==> config.mk <==
export PLATFORM = sky130hd
export DESIGN_NAME = pswc_power_state_wake
export DESIGN_NICKNAME = d
export VERILOG_FILES = /design/src/pswc_pkg.sv /design/src/pswc_ctrl_if.sv /design/src/pswc_pin_timer.sv /design/src/pswc_power_state_wake.sv
export SDC_FILE = /design/constraint.sdc
export NUM_CORES = 1
export LEC_CHECK = 0
export ABC_AREA = 1
export BUFFER_PORTS_ARGS = -buffer_cell sky130_fd_sc_hd__buf_4
export CAP_MARGIN = 20
export CORE_AREA = 2 2 107 109
export CTS_CLUSTER_SIZE = 8
export DETAILED_ROUTE_END_ITERATION = 8
export DIE_AREA = 0 0 109 111
export PLACE_DENSITY = 0.71
export SLEW_MARGIN = 20
export SYNTH_ARGS = -nofsm -noshare
export SYNTH_HDL_FRONTEND = slang
export SYNTH_SLANG_ARGS = --single-unit
==> constraint.sdc <==
create_clock -name ref_clk -period 3.35 [get_ports ref_clk]
set_clock_uncertainty 0.15 [all_clocks]
set_input_delay 1.005 -clock ref_clk [delete_from_list [all_inputs] [get_ports ref_clk]]
set_output_delay 1.005 -clock ref_clk [all_outputs]
set_load 0.01 [all_outputs]
==> src/pswc_pkg.sv <==
package pswc_pkg;

    // register offsets on the plain register port
    localparam logic [7:0] power_control_reg_off = 8'h54;
    localparam logic [7:0] irq_status_reg_off    = 8'h58;
    localparam logic [7:0] byte_test_off         = 8'h64;
    localparam logic [7:0] phy_ctrl_off          = 8'h70;
    localparam logic [7:0] phy_mode_off          = 8'h74;
    localparam logic [7:0] phy_irq_src_off       = 8'h78;

    // power_control_reg fields
    localparam int ready_pos        = 0;
    localparam int pin_enable_pos   = 1;
    localparam int pin_pulse_pos    = 3;
    localparam int frame_wake_pos   = 9;
    localparam int carrier_wake_pos = 14;
    localparam int state_sel_lo     = 12;
    localparam int wake_src_lo      = 4;

    // irq_status_reg field
    localparam int wake_irq_pos = 17;

    // phy register fields
    localparam int phy_gen_down_pos     = 11;
    localparam int phy_energy_sleep_pos = 13;
    localparam int phy_energy_irq_pos   = 1;

    localparam logic [31:0] byte_test_value = 32'h87654321;

    typedef enum logic [1:0] {
        pswc_full  = 2'h0,
        pswc_light = 2'h1,
        pswc_deep  = 2'h2
    } pswc_mode_t;

    localparam logic [1:0] wake_src_none    = 2'h0;
    localparam logic [1:0] wake_src_carrier = 2'h1;
    localparam logic [1:0] wake_src_frame   = 2'h2;

    // timing
    localparam int clk_mhz           = 250;
    localparam int wake_pulse_ms     = 50;
    localparam int wake_pulse_cycles = wake_pulse_ms * 1000 * clk_mhz;
    localparam int ready_max_ms      = 2;
    localparam int ready_cycles      = 64;

endpackage

==> src/pswc_ctrl_if.sv <==
`timescale 1ns/10ps
interface pswc_ctrl_if;
    logic       start;
    logic       pulse_mode;
    logic       stop;
    logic       active;
    modport ctl (output start, output pulse_mode, output stop, input active);
    modport tmr (input start, input pulse_mode, input stop, output active);
endinterface

==> src/pswc_pin_timer.sv <==
`timescale 1ns/10ps
module pswc_pin_timer #(
    parameter int pulse_cycles = pswc_pkg::wake_pulse_cycles
) (
    // clock and reset
    input  wire logic ref_clk,
    input  wire logic srst,
    // control
    pswc_ctrl_if.tmr  ctl
);
    initial begin
        if (pulse_cycles < 1)
            $error("pulse_cycles must be at least one");
    end

    logic [31:0] count;
    logic        active;
    logic        pulsed;
    wire         run_out = pulsed && (count == 32'h1);

    always_ff @(posedge ref_clk) begin
        if (srst || ctl.stop || run_out) begin
            active <= 1'b0;
            pulsed <= 1'b0;
            count  <= 32'h0;
        end else if (ctl.start && !active) begin
            active <= 1'b1;
            pulsed <= ctl.pulse_mode;
            count  <= 32'(pulse_cycles);
        end else if (pulsed) begin
            count <= count - 32'h1;
        end
    end

    assign ctl.active = active;
endmodule

==> src/pswc_power_state_wake.sv <==
`timescale 1ns/10ps
// Notes on behaviour
// writing 01 enters light sleep
// sleep clears ready, only control readable
// host stays off bus until ready
// byte test write wakes, mode resets
// host reads once before writing
// light sleep detects frames, status 10
// frame wake asserts pin when enabled
// wake irq status set regardless pin
// host sets energy sleep before deep
// deep sleep gates mac/bus, clears ready
// carrier in deep sleep: pin, status 01
// carrier already present detects immediately
// host clears energy sleep after ready
// wake irq sticky until source gone
// pulse select: 50ms pulse or static
// pin drops on status/enable clear
// light sleep keeps phy, rx pm clocks
// registers kept across sleep states
// general power-down holds phy off
// energy sleep powers phy down idle
// energy return sets phy irq flag
// ready within 2ms after wake write
// mode reads 00, odd codes ignored
module pswc_power_state_wake #(
    parameter int pulse_cycles = pswc_pkg::wake_pulse_cycles,
    parameter int ready_cycles = pswc_pkg::ready_cycles
) (
    // clock and reset
    input  wire logic        ref_clk,
    input  wire logic        srst,
    // register port
    input  wire logic [7:0]  addr,
    input  wire logic [31:0] wdata,
    input  wire logic        wr,
    input  wire logic        rd,
    output logic      [31:0] rdata,
    // detectors
    input  wire logic        frame_detect,
    input  wire logic        line_energy_present,
    // clock gating and phy power
    output logic             mac_clk_en,
    output logic             bus_clk_en,
    output logic             rx_pm_clk_en,
    output logic             phy_clk_en,
    output logic             phy_power_down,
    output logic             phy_reset,
    // events
    output logic             wake_pin,
    output logic             host_irq
);
    initial begin
        if (ready_cycles < 1 || ready_cycles > 2 * 1000 * pswc_pkg::clk_mhz)
            $error("ready_cycles out of range");
    end

    pswc_pkg::pswc_mode_t state;
    logic        ready;
    logic        read_seen;
    logic        pin_enable;
    logic        pin_pulse;
    logic        frame_wake_enable;
    logic        carrier_wake_enable;
    logic [1:0]  wake_source_status;
    logic        wake_irq;
    logic        wake_irq_en;
    logic        phy_gen_down;
    logic        phy_energy_sleep;
    logic        phy_energy_irq;
    logic        energy_q;
    logic [31:0] ready_count;

    ////////////////////////////////////////////////////////////////
    // decode
    wire sleeping  = state != pswc_pkg::pswc_full;
    wire bus_open  = ready && read_seen;
    wire wr_ok     = wr && bus_open;
    wire wr_pmc    = wr_ok && addr == pswc_pkg::power_control_reg_off;
    wire wr_irq    = wr_ok && addr == pswc_pkg::irq_status_reg_off;
    wire wr_phyc   = wr_ok && addr == pswc_pkg::phy_ctrl_off;
    wire wr_phym   = wr_ok && addr == pswc_pkg::phy_mode_off;
    wire wake_wr   = wr && sleeping && addr == pswc_pkg::byte_test_off;
    wire [1:0] sel = wdata[pswc_pkg::state_sel_lo +: 2];
    wire go_light  = wr_pmc && sel == 2'h1;
    wire go_deep   = wr_pmc && sel == 2'h2;

    // R12 (level energy: already present counts at once)
    wire frame_hit   = state == pswc_pkg::pswc_light && frame_detect;
    wire carrier_hit = state == pswc_pkg::pswc_deep && line_energy_present;

    wire [1:0] wsrc_wr = wr_pmc ? wdata[pswc_pkg::wake_src_lo +: 2] : 2'h0;
    wire [1:0] next_wake_source_status =
        {frame_hit, carrier_hit} | (wake_source_status & ~wsrc_wr);
    wire fen_n  = wr_pmc ? wdata[pswc_pkg::frame_wake_pos]   : frame_wake_enable;
    wire cen_n  = wr_pmc ? wdata[pswc_pkg::carrier_wake_pos] : carrier_wake_enable;
    wire pen_n  = wr_pmc ? wdata[pswc_pkg::pin_enable_pos]   : pin_enable;

    wire pme_src = (next_wake_source_status[1] && fen_n) ||
                   (next_wake_source_status[0] && cen_n);
    wire pme_rise = (frame_hit && fen_n) || (carrier_hit && cen_n);

    ////////////////////////////////////////////////////////////////
    // state and power control
    always_ff @(posedge ref_clk) begin
        if (srst) begin
            state <= pswc_pkg::pswc_full;
        end else if (wake_wr) begin
            state <= pswc_pkg::pswc_full;
        end else if (go_light) begin
            state <= pswc_pkg::pswc_light;
        end else if (go_deep) begin
            state <= pswc_pkg::pswc_deep;
        end
    end

    always_ff @(posedge ref_clk) begin
        if (srst || go_light || go_deep) begin
            ready       <= !(go_light || go_deep);
            ready_count <= 32'h0;
        end else if (!ready && !sleeping) begin
            ready_count <= ready_count + 32'h1;
            ready       <= ready_count == 32'(ready_cycles - 1);
        end
    end

    always_ff @(posedge ref_clk) begin
        if (srst || wake_wr || go_light || go_deep)
            read_seen <= 1'b0;
        else if (rd && ready)
            read_seen <= 1'b1;
    end

    ////////////////////////////////////////////////////////////////
    // configuration, status, irq (kept across sleep) R18
    always_ff @(posedge ref_clk) begin
        if (srst) begin
            pin_enable          <= 1'b0;
            pin_pulse           <= 1'b0;
            frame_wake_enable   <= 1'b0;
            carrier_wake_enable <= 1'b0;
            wake_source_status  <= pswc_pkg::wake_src_none;
            wake_irq            <= 1'b0;
            wake_irq_en         <= 1'b0;
            phy_gen_down        <= 1'b0;
            phy_energy_sleep    <= 1'b0;
            phy_energy_irq      <= 1'b0;
            energy_q            <= 1'b0;
        end else begin
            wake_source_status <= next_wake_source_status;
            frame_wake_enable  <= fen_n;
            carrier_wake_enable <= cen_n;
            pin_enable         <= pen_n;
            energy_q           <= line_energy_present;
            if (wr_pmc)
                pin_pulse <= wdata[pswc_pkg::pin_pulse_pos];
            // set wins; clear only once source gone
            if (pme_src)
                wake_irq <= 1'b1;
            else if (wr_irq && wdata[pswc_pkg::wake_irq_pos])
                wake_irq <= 1'b0;
            if (wr_irq)
                wake_irq_en <= wdata[0];
            if (wr_phyc)
                phy_gen_down <= wdata[pswc_pkg::phy_gen_down_pos];
            if (wr_phym)
                phy_energy_sleep <= wdata[pswc_pkg::phy_energy_sleep_pos];
            // set wins over read-clear
            if (phy_energy_sleep && line_energy_present && !energy_q)
                phy_energy_irq <= 1'b1;
            else if (rd && bus_open && addr == pswc_pkg::phy_irq_src_off)
                phy_energy_irq <= 1'b0;
        end
    end

    ////////////////////////////////////////////////////////////////
    // wake pin
    pswc_ctrl_if pin_if ();
    assign pin_if.start      = pme_rise && pen_n;
    assign pin_if.pulse_mode = pin_pulse;
    assign pin_if.stop       = !pme_src || !pen_n;

    pswc_pin_timer #(.pulse_cycles(pulse_cycles)) u_pin (
        .ref_clk (ref_clk),
        .srst    (srst),
        .ctl     (pin_if)
    );

    assign wake_pin = pin_if.active;
    assign host_irq = wake_irq && wake_irq_en;

    ////////////////////////////////////////////////////////////////
    // clock gating and phy power
    assign mac_clk_en     = !sleeping;
    assign bus_clk_en     = !sleeping;
    assign rx_pm_clk_en   = state != pswc_pkg::pswc_deep;
    assign phy_clk_en     = state != pswc_pkg::pswc_deep;

    assign phy_power_down = phy_gen_down || (phy_energy_sleep && !line_energy_present);

    // one-cycle phy reset when general power-down is released
    wire phy_wake_rst = wr_phyc && phy_gen_down && !wdata[pswc_pkg::phy_gen_down_pos];

    always_ff @(posedge ref_clk) begin
        if (srst)
            phy_reset <= 1'b0;
        else
            phy_reset <= phy_wake_rst;
    end

    ////////////////////////////////////////////////////////////////
    // read path
    wire [31:0] pmc_word = {17'h0, carrier_wake_enable, 2'(state), 2'h0,
                            frame_wake_enable, 3'h0, wake_source_status, pin_pulse,
                            1'b0, pin_enable, ready};
    wire [31:0] rd_mux =
        addr == pswc_pkg::power_control_reg_off ? pmc_word :
        !bus_open                               ? 32'h0 :
        addr == pswc_pkg::irq_status_reg_off    ?
            {14'h0, wake_irq, 16'h0, wake_irq_en} :
        addr == pswc_pkg::byte_test_off         ? pswc_pkg::byte_test_value :
        addr == pswc_pkg::phy_ctrl_off          ? {20'h0, phy_gen_down, 11'h0} :
        addr == pswc_pkg::phy_mode_off          ? {18'h0, phy_energy_sleep, 13'h0} :
        addr == pswc_pkg::phy_irq_src_off       ? {30'h0, phy_energy_irq, 1'b0} :
        32'h0;

    always_ff @(posedge ref_clk) begin
        if (srst)
            rdata <= 32'h0;
        else if (rd)
            rdata <= rd_mux;
    end
endmodule

==> impl_metrics.toml, run 1 <==
[critical_path]
worstPathMaxFanout = 3
r2r_end = "ready_count[24]$_SDFFE_PP0P_"
crit_cells = 3
crit_type = "in -> out"
crit_path_start_kind = "input port"
critPathMaxStageDelay_ps = 150
end_kind = "output port"
worst_ep_required_time_ps = 2190
reg2reg_setup_slack_ps = 1220
cp_num_buf_inv = 2
crit_family = "buffers and inverters"
worstPathArrival_ps = 1420
endpoint = "phy_power_down"
crit_start = "line_energy_present"
cpMostUsedCell = "buf_4"
critPathSlowestCell = "o21ai_0"
rr_startpoint = "ready_count[0]$_SDFFE_PP0P_"
cp_cell_sequence = "buf_4, o21ai_0, buf_4"
reg2regPathDepth = 9

[finish]
fin_nets = 871
nFillCells = 1111
antenna_cells = 0
final_util_pct = 54.55
layout-drive-gt1-share_pct = 14.99
area_delta_synth_final_pct = 12.70

[place]
dp.final_hpwl_um = 9059
gp_congestion = 0.9243
post-place-ws_ps = 476.7
placement.io_buffers = 52

[run_status]
status = "complete, no violations"

[power]
powerDensity_mw_per_mm2 = 377.3
vdd_drop_max_v = 0.0002759
leakage_nw = 2.496
fin_total_pwr_mw = 2.279

[global_route]
grt_start_max_net_pins = 29
grt_pass1_vias = 4567
grt-ovfl-total = 0
antenna_found_initial = 0
grt.total_usage_pct = 21.21
grt_pass1_wl_um = 20590

[synthesis]
synth_largest_area_cell = "dfxtp_1"
synth-simple-area-share_pct = 37.78
syn_area_mm2 = 0.005361
netlist_instances = 779
ys_seq_area_share_pct = 35.66
yosysUniqueCellTypes = 43
synth_top_family_by_area = "simple AND/OR/NAND/NOR gates"
synth_top_area_share_pct = 35.10
ys_ff_latch = 95
synth.area.mux_share_pct = 0
synth_compound_area_share_pct = 7.025
ys_warn_count = 0
synthFlopType = "dfxtp_1"
yosys.area_share.adder_pct = 0.7001
synthXorXnorAreaFrac_pct = 6.698
yosys-top-cells-area = "dfxtp_1 35%, nand2_1 11%, nor2_1 8.0%"
synth_edf_count = 1
syn_avg_cell_area_um2 = 6.882
async_flop_share_pct = 0

[timing]
max_freq_mhz = 388.0
fin_ws_ps = 772.7
setup_tns_ps = 0
hold_ws_ps = 318.4
hold_viol_final = 0
tightest_slew_ps = 582.8
drv_slew = 0
rsz0062_at_grt = "no"
min_period_ps = 2577
slew_headroom_pct = 60.85
period_share_pct = 76.93
finalSetupViolations = 0

[clock_tree]
cts_max_path_buffers = 2
clock_latency_ps = 350
cts_made_buffers = 9
postCtsSetupBuffers = 0
hold_buffers = 0
htreeDepth = 3
cts_root_buf = "clkbuf_16"
cts_resized = 0
cts_tree = "done"
clkTransAtPathRegs_ps = 70
cts.sinks = 95

[floorplanning]
initial_core_util_pct = 48.40
die_y_um = 111
die_w_um = 109
num_rows = 39
dieArea_mm2 = 0.01210
design.core.area_mm2 = 0.01108
ios = 86

[route]
drc = 0
drtIter0Drc = 183
vias = 4750
ant_nets = 0
first_pass_iters = 4
routedWlPerCell_um = 12.20
wl_um = 11840
vias_per_cell = 4.897

[run]
max_cap_violations = 0

[min_path]
hold_class = "reg -> reg"
## placed cells by master (no fill, tap or decap), types with 24 or more instances in the layout
| master | count |
|---|---|
| xor2_1 | 32 |
| nor3_1 | 34 |
| inv_1 | 104 |
| nand3_1 | 39 |
| nor2_1 | 114 |
| a21oi_1 | 36 |
| nand2_1 | 159 |
| dfxtp_1 | 94 |
| nor2_2 | 24 |
| buf_4 | 54 |
## through the flow
step           cells  cell area, um2
3_5_place_dp     954            5744
3_3_place_gp     954            5744
5_1_grt          970            6042
4_1_cts          970            6042
2_1_floorplan    790            5403
6_report         970            6042
## state kept, by name, summed over array words and instances (netlist names)
name / count
frame_wake_enable: 1
carrier_wake_enable: 1
u_pin.ctl.active: 1
u_pin.count: 32
u_pin.pulsed: 1
phy_reset: 1
wake_irq: 1
rdata: 12
wake_source_status: 2
read_seen: 1
phy_gen_down: 1
ready: 1
phy_energy_sleep: 1
pin_if.pulse_mode: 1
pin_enable: 1
ready_count: 32
state: 2
phy_energy_irq: 1
wake_irq_en: 1
energy_q: 1
## worst register-to-register path, delay by kind of cell, from the launching register on
kind | cells | cell delay (ps)
AND/OR/NAND/NOR | 8 | 1330
flip-flops | 1 | 400
adder cells (fa/ha/maj) | 1 | 200
## worst min path at each step
stage / start / endpoint / slack (ps) / cells after the start
global placement: phy_energy_irq$_SDFFE_PP0P_ / phy_energy_irq$_SDFFE_PP0P_ / 300 / 2
global route: phy_energy_irq$_SDFFE_PP0P_ / phy_energy_irq$_SDFFE_PP0P_ / 350 / 2
detailed placement: rdata[13]$_SDFFE_PP0P_ / rdata[13]$_SDFFE_PP0P_ / 310 / 2
CTS: wake_source_status[0]$_SDFF_PP0_ / rdata[4]$_SDFFE_PP0P_ / 320 / 2
floorplan: wake_source_status[0]$_SDFF_PP0_ / rdata[4]$_SDFFE_PP0P_ / 290 / 2
finish: wake_source_status[0]$_SDFF_PP0_ / rdata[4]$_SDFFE_PP0P_ / 320 / 2
## Yosys cell counts, types with 9 or more instances
master,instances
nand3_1,39
buf_4,24
nand2_2,9
a21oi_1,36
xor2_1,32
o21ai_0,14
nor2_2,24
xnor2_1,9
nor3_1,34
inv_1,104
nand2_1,159
nand4_1,20
nor2_1,114
dfxtp_1,94
## cells by family after synthesis
family / after synthesis
AO/OA/AOI/OAI: 66
flip-flops: 95
AND/OR/NAND/NOR: 433
buffers and inverters: 140
XOR/XNOR: 41
adder cells (fa/ha/maj): 3
other: 1
## layout make-up
class	count	area, um2	area share, %
Clock inverter	6	58.81	0.9733
Tap cell	143	178.9	2.961
Multi-Input combinational cell	555	2844	47.07
Sequential cell	95	1912	31.64
Timing Repair Buffer	54	405.4	6.709
Inverter	107	404.1	6.689
Clock buffer	10	239.0	3.955
## metal layers
| metal | vias up | routed length (um) | global-route usage [%] |
|---|---|---|---|
| li1 | 2526 | - | - |
| met1 | 2131 | 5503 | 28.03 |
| met2 | 72 | 5638 | 33.54 |
| met3 | 21 | 418 | 4.350 |
| met4 | 0 | 277 | 8.462 |
| met5 | - | 0 | 0 |
## power by group
| part | total (mW) | internal [mW] | switching [mW] |
|---|---|---|---|
| logic | 0.100 | 0.0385 | 0.0620 |
| clock network | 1.03 | 0.596 | 0.435 |
| registers | 1.15 | 1.14 | 0.00707 |
| total | 2.28 | 1.78 | 0.504 |
Note: power is estimated with default switching activity, not from simulation.
==> run 2, diff against run 1 <==
clock period = 2.5 ns   (was 3.35 ns; I/O delays follow)
==> run 2 against run 1 <==
Compared with the run above: total power grew 40%; largest power group unchanged; combinational power grew 45%; highest routed layer unchanged; sequential power grew 34%; worst hold slack gained 3.3 ps; sequential cell count is the same; routed wire length shrank 1.4%; sequential share of layout area shrank 0.85 points; cell count grew 1.2%.
==> impl_metrics.toml, run 2 (synthesized netlist as in run 1, its figures left out) <==
[run_status]
status = "complete, no violations"

[place]
placement.io_buffers = 52
dpl_cell_area_mm2 = 0.005884
dp.final_hpwl_um = 8908
gp_congestion = 0.9006
post-place-cells = 966

[timing]
min_period_ps = 2152
max_freq_mhz = 464.6
drv_slew = 0
rsz0062_at_grt = "no"
hold_viol_final = 0
slew_headroom_pct = 59.17
finalSetupViolations = 0
tightest_slew_ps = 607.8
setup_tns_ps = 0
period_share_pct = 86.09

[route]
drtIter0Drc = 171
drc = 0
ant_nets = 0
routedWlPerCell_um = 11.89
vias = 4750
first_pass_iters = 4
wl_um = 11680
vias_per_cell = 4.837

[critical_path]
worstPathMaxFanout = 4
crit_start = "state[1]$_SDFFE_PP0P_"
crit_type = "reg -> out"
rr_startpoint = "ready_count[0]$_SDFFE_PP0P_"
crit_path_start_kind = "flip-flop"
worst_ep_required_time_ps = 1600
end_kind = "output port"
worstPathArrival_ps = 1250

[run]
max_cap_violations = 0

[finish]
area_delta_synth_final_pct = 15.82
multi_input_area_mm2 = 0.002844
top_regs = "ready_count (32), u_pin.count (32), rdata (12)"
finalNonFillerCells = 982
layout-drive-gt1-share_pct = 15.97
regArea_mm2 = 0.001912
fin_nets = 883
nFillCells = 1071
layout_commonest_cell = "nand2_1"
layout_common_cells = "159 x nand2_1, 114 x nor2_1, 104 x inv_1, 94 x dfxtp_1, 62 x buf_4"
finalInstanceArea_mm2 = 0.006210
final_util_pct = 56.06
antenna_cells = 0

[clock_tree]
cts_root_buf = "clkbuf_16"
clock_latency_ps = 350
postCtsSetupBuffers = 0
clkTransAtPathRegs_ps = 70
cts_tree = "done"
cts.sinks = 95
cts_max_path_buffers = 2
htreeDepth = 3
cts_resized = 0
hold_buffers = 0
cts_made_buffers = 9

[global_route]
grt.total_usage_pct = 20.37
grt-ovfl-total = 0
antenna_found_initial = 0
grt_pass1_vias = 4367
grt_start_max_net_pins = 21
grt_pass1_wl_um = 19750

[floorplanning]
dieArea_mm2 = 0.01210
die_w_um = 109
initial_core_util_pct = 48.40
design.core.area_mm2 = 0.01108
num_rows = 39
ios = 86
die_y_um = 111

[power]
leakage_nw = 2.583
vdd_drop_max_v = 0.0003844
powerDensity_mw_per_mm2 = 513.6

[min_path]
min_from = "wake_source_status[0]$_SDFF_PP0_"
hold_class = "reg -> reg"
-- run 2: changes by cell type in the layout (fill, tap and decap cells not counted), sizes merged --
cell    delta
clkbuf     +3
inv        -1
buf       +12
clkinv     -3
bufinv     +1
-- run 2: layout make-up --
class	count	share of cell area, %
multi-input cells	555	45.80
well taps	143	2.881
flip-flops and latches	95	30.79
clock buffers	13	4.191
inverters	107	6.508
repair buffers	66	8.785
clock inverters	3	1.048
-- run 2: per-stage QoR --
step | power, mW | hold slack (ps) | worst slack [ps]
after floorplan | 1.662 | 289.1 | 347.7
after global placement | 1.716 | 303.5 | 166.3
after detailed placement | 1.717 | 304.6 | 148.8
after CTS | 3.222 | 323.9 | 338.3
after global routing | 3.289 | 349.7 | 232.2
final | 3.189 | 321.6 | 347.8
-- run 2: final timing paths --
check        slack, ps                           end  depth (start not counted)
max                350                    phy_clk_en                          3
min                320         rdata[4]$_SDFFE_PP0P_                          2
max reg2reg        440  ready_count[24]$_SDFFE_PP0P_                          8
min reg2reg        320         rdata[4]$_SDFFE_PP0P_                          2
-- run 2: critical path, cell delays in order, from the launching register on --
cell     delay [ps]
dfxtp_1         370
inv_1           100
or2_1           270
buf_4           160
-- run 2: report_power, final --
group	switching [mW]	internal, mW
logic	0.0844	0.0609
clock network	0.576	0.930
registers	0.00914	1.53
-- run 2: layer usage --
layer  share of wire, %  vias to the layer above  global-route usage, %
met5                  0                        -                      0
li1                   -                     2554                      -
met1                 48                     2116                  27.32
met3                3.0                       15                  3.175
met2                 47                       65                  33.08
met4                1.9                        0                  6.838
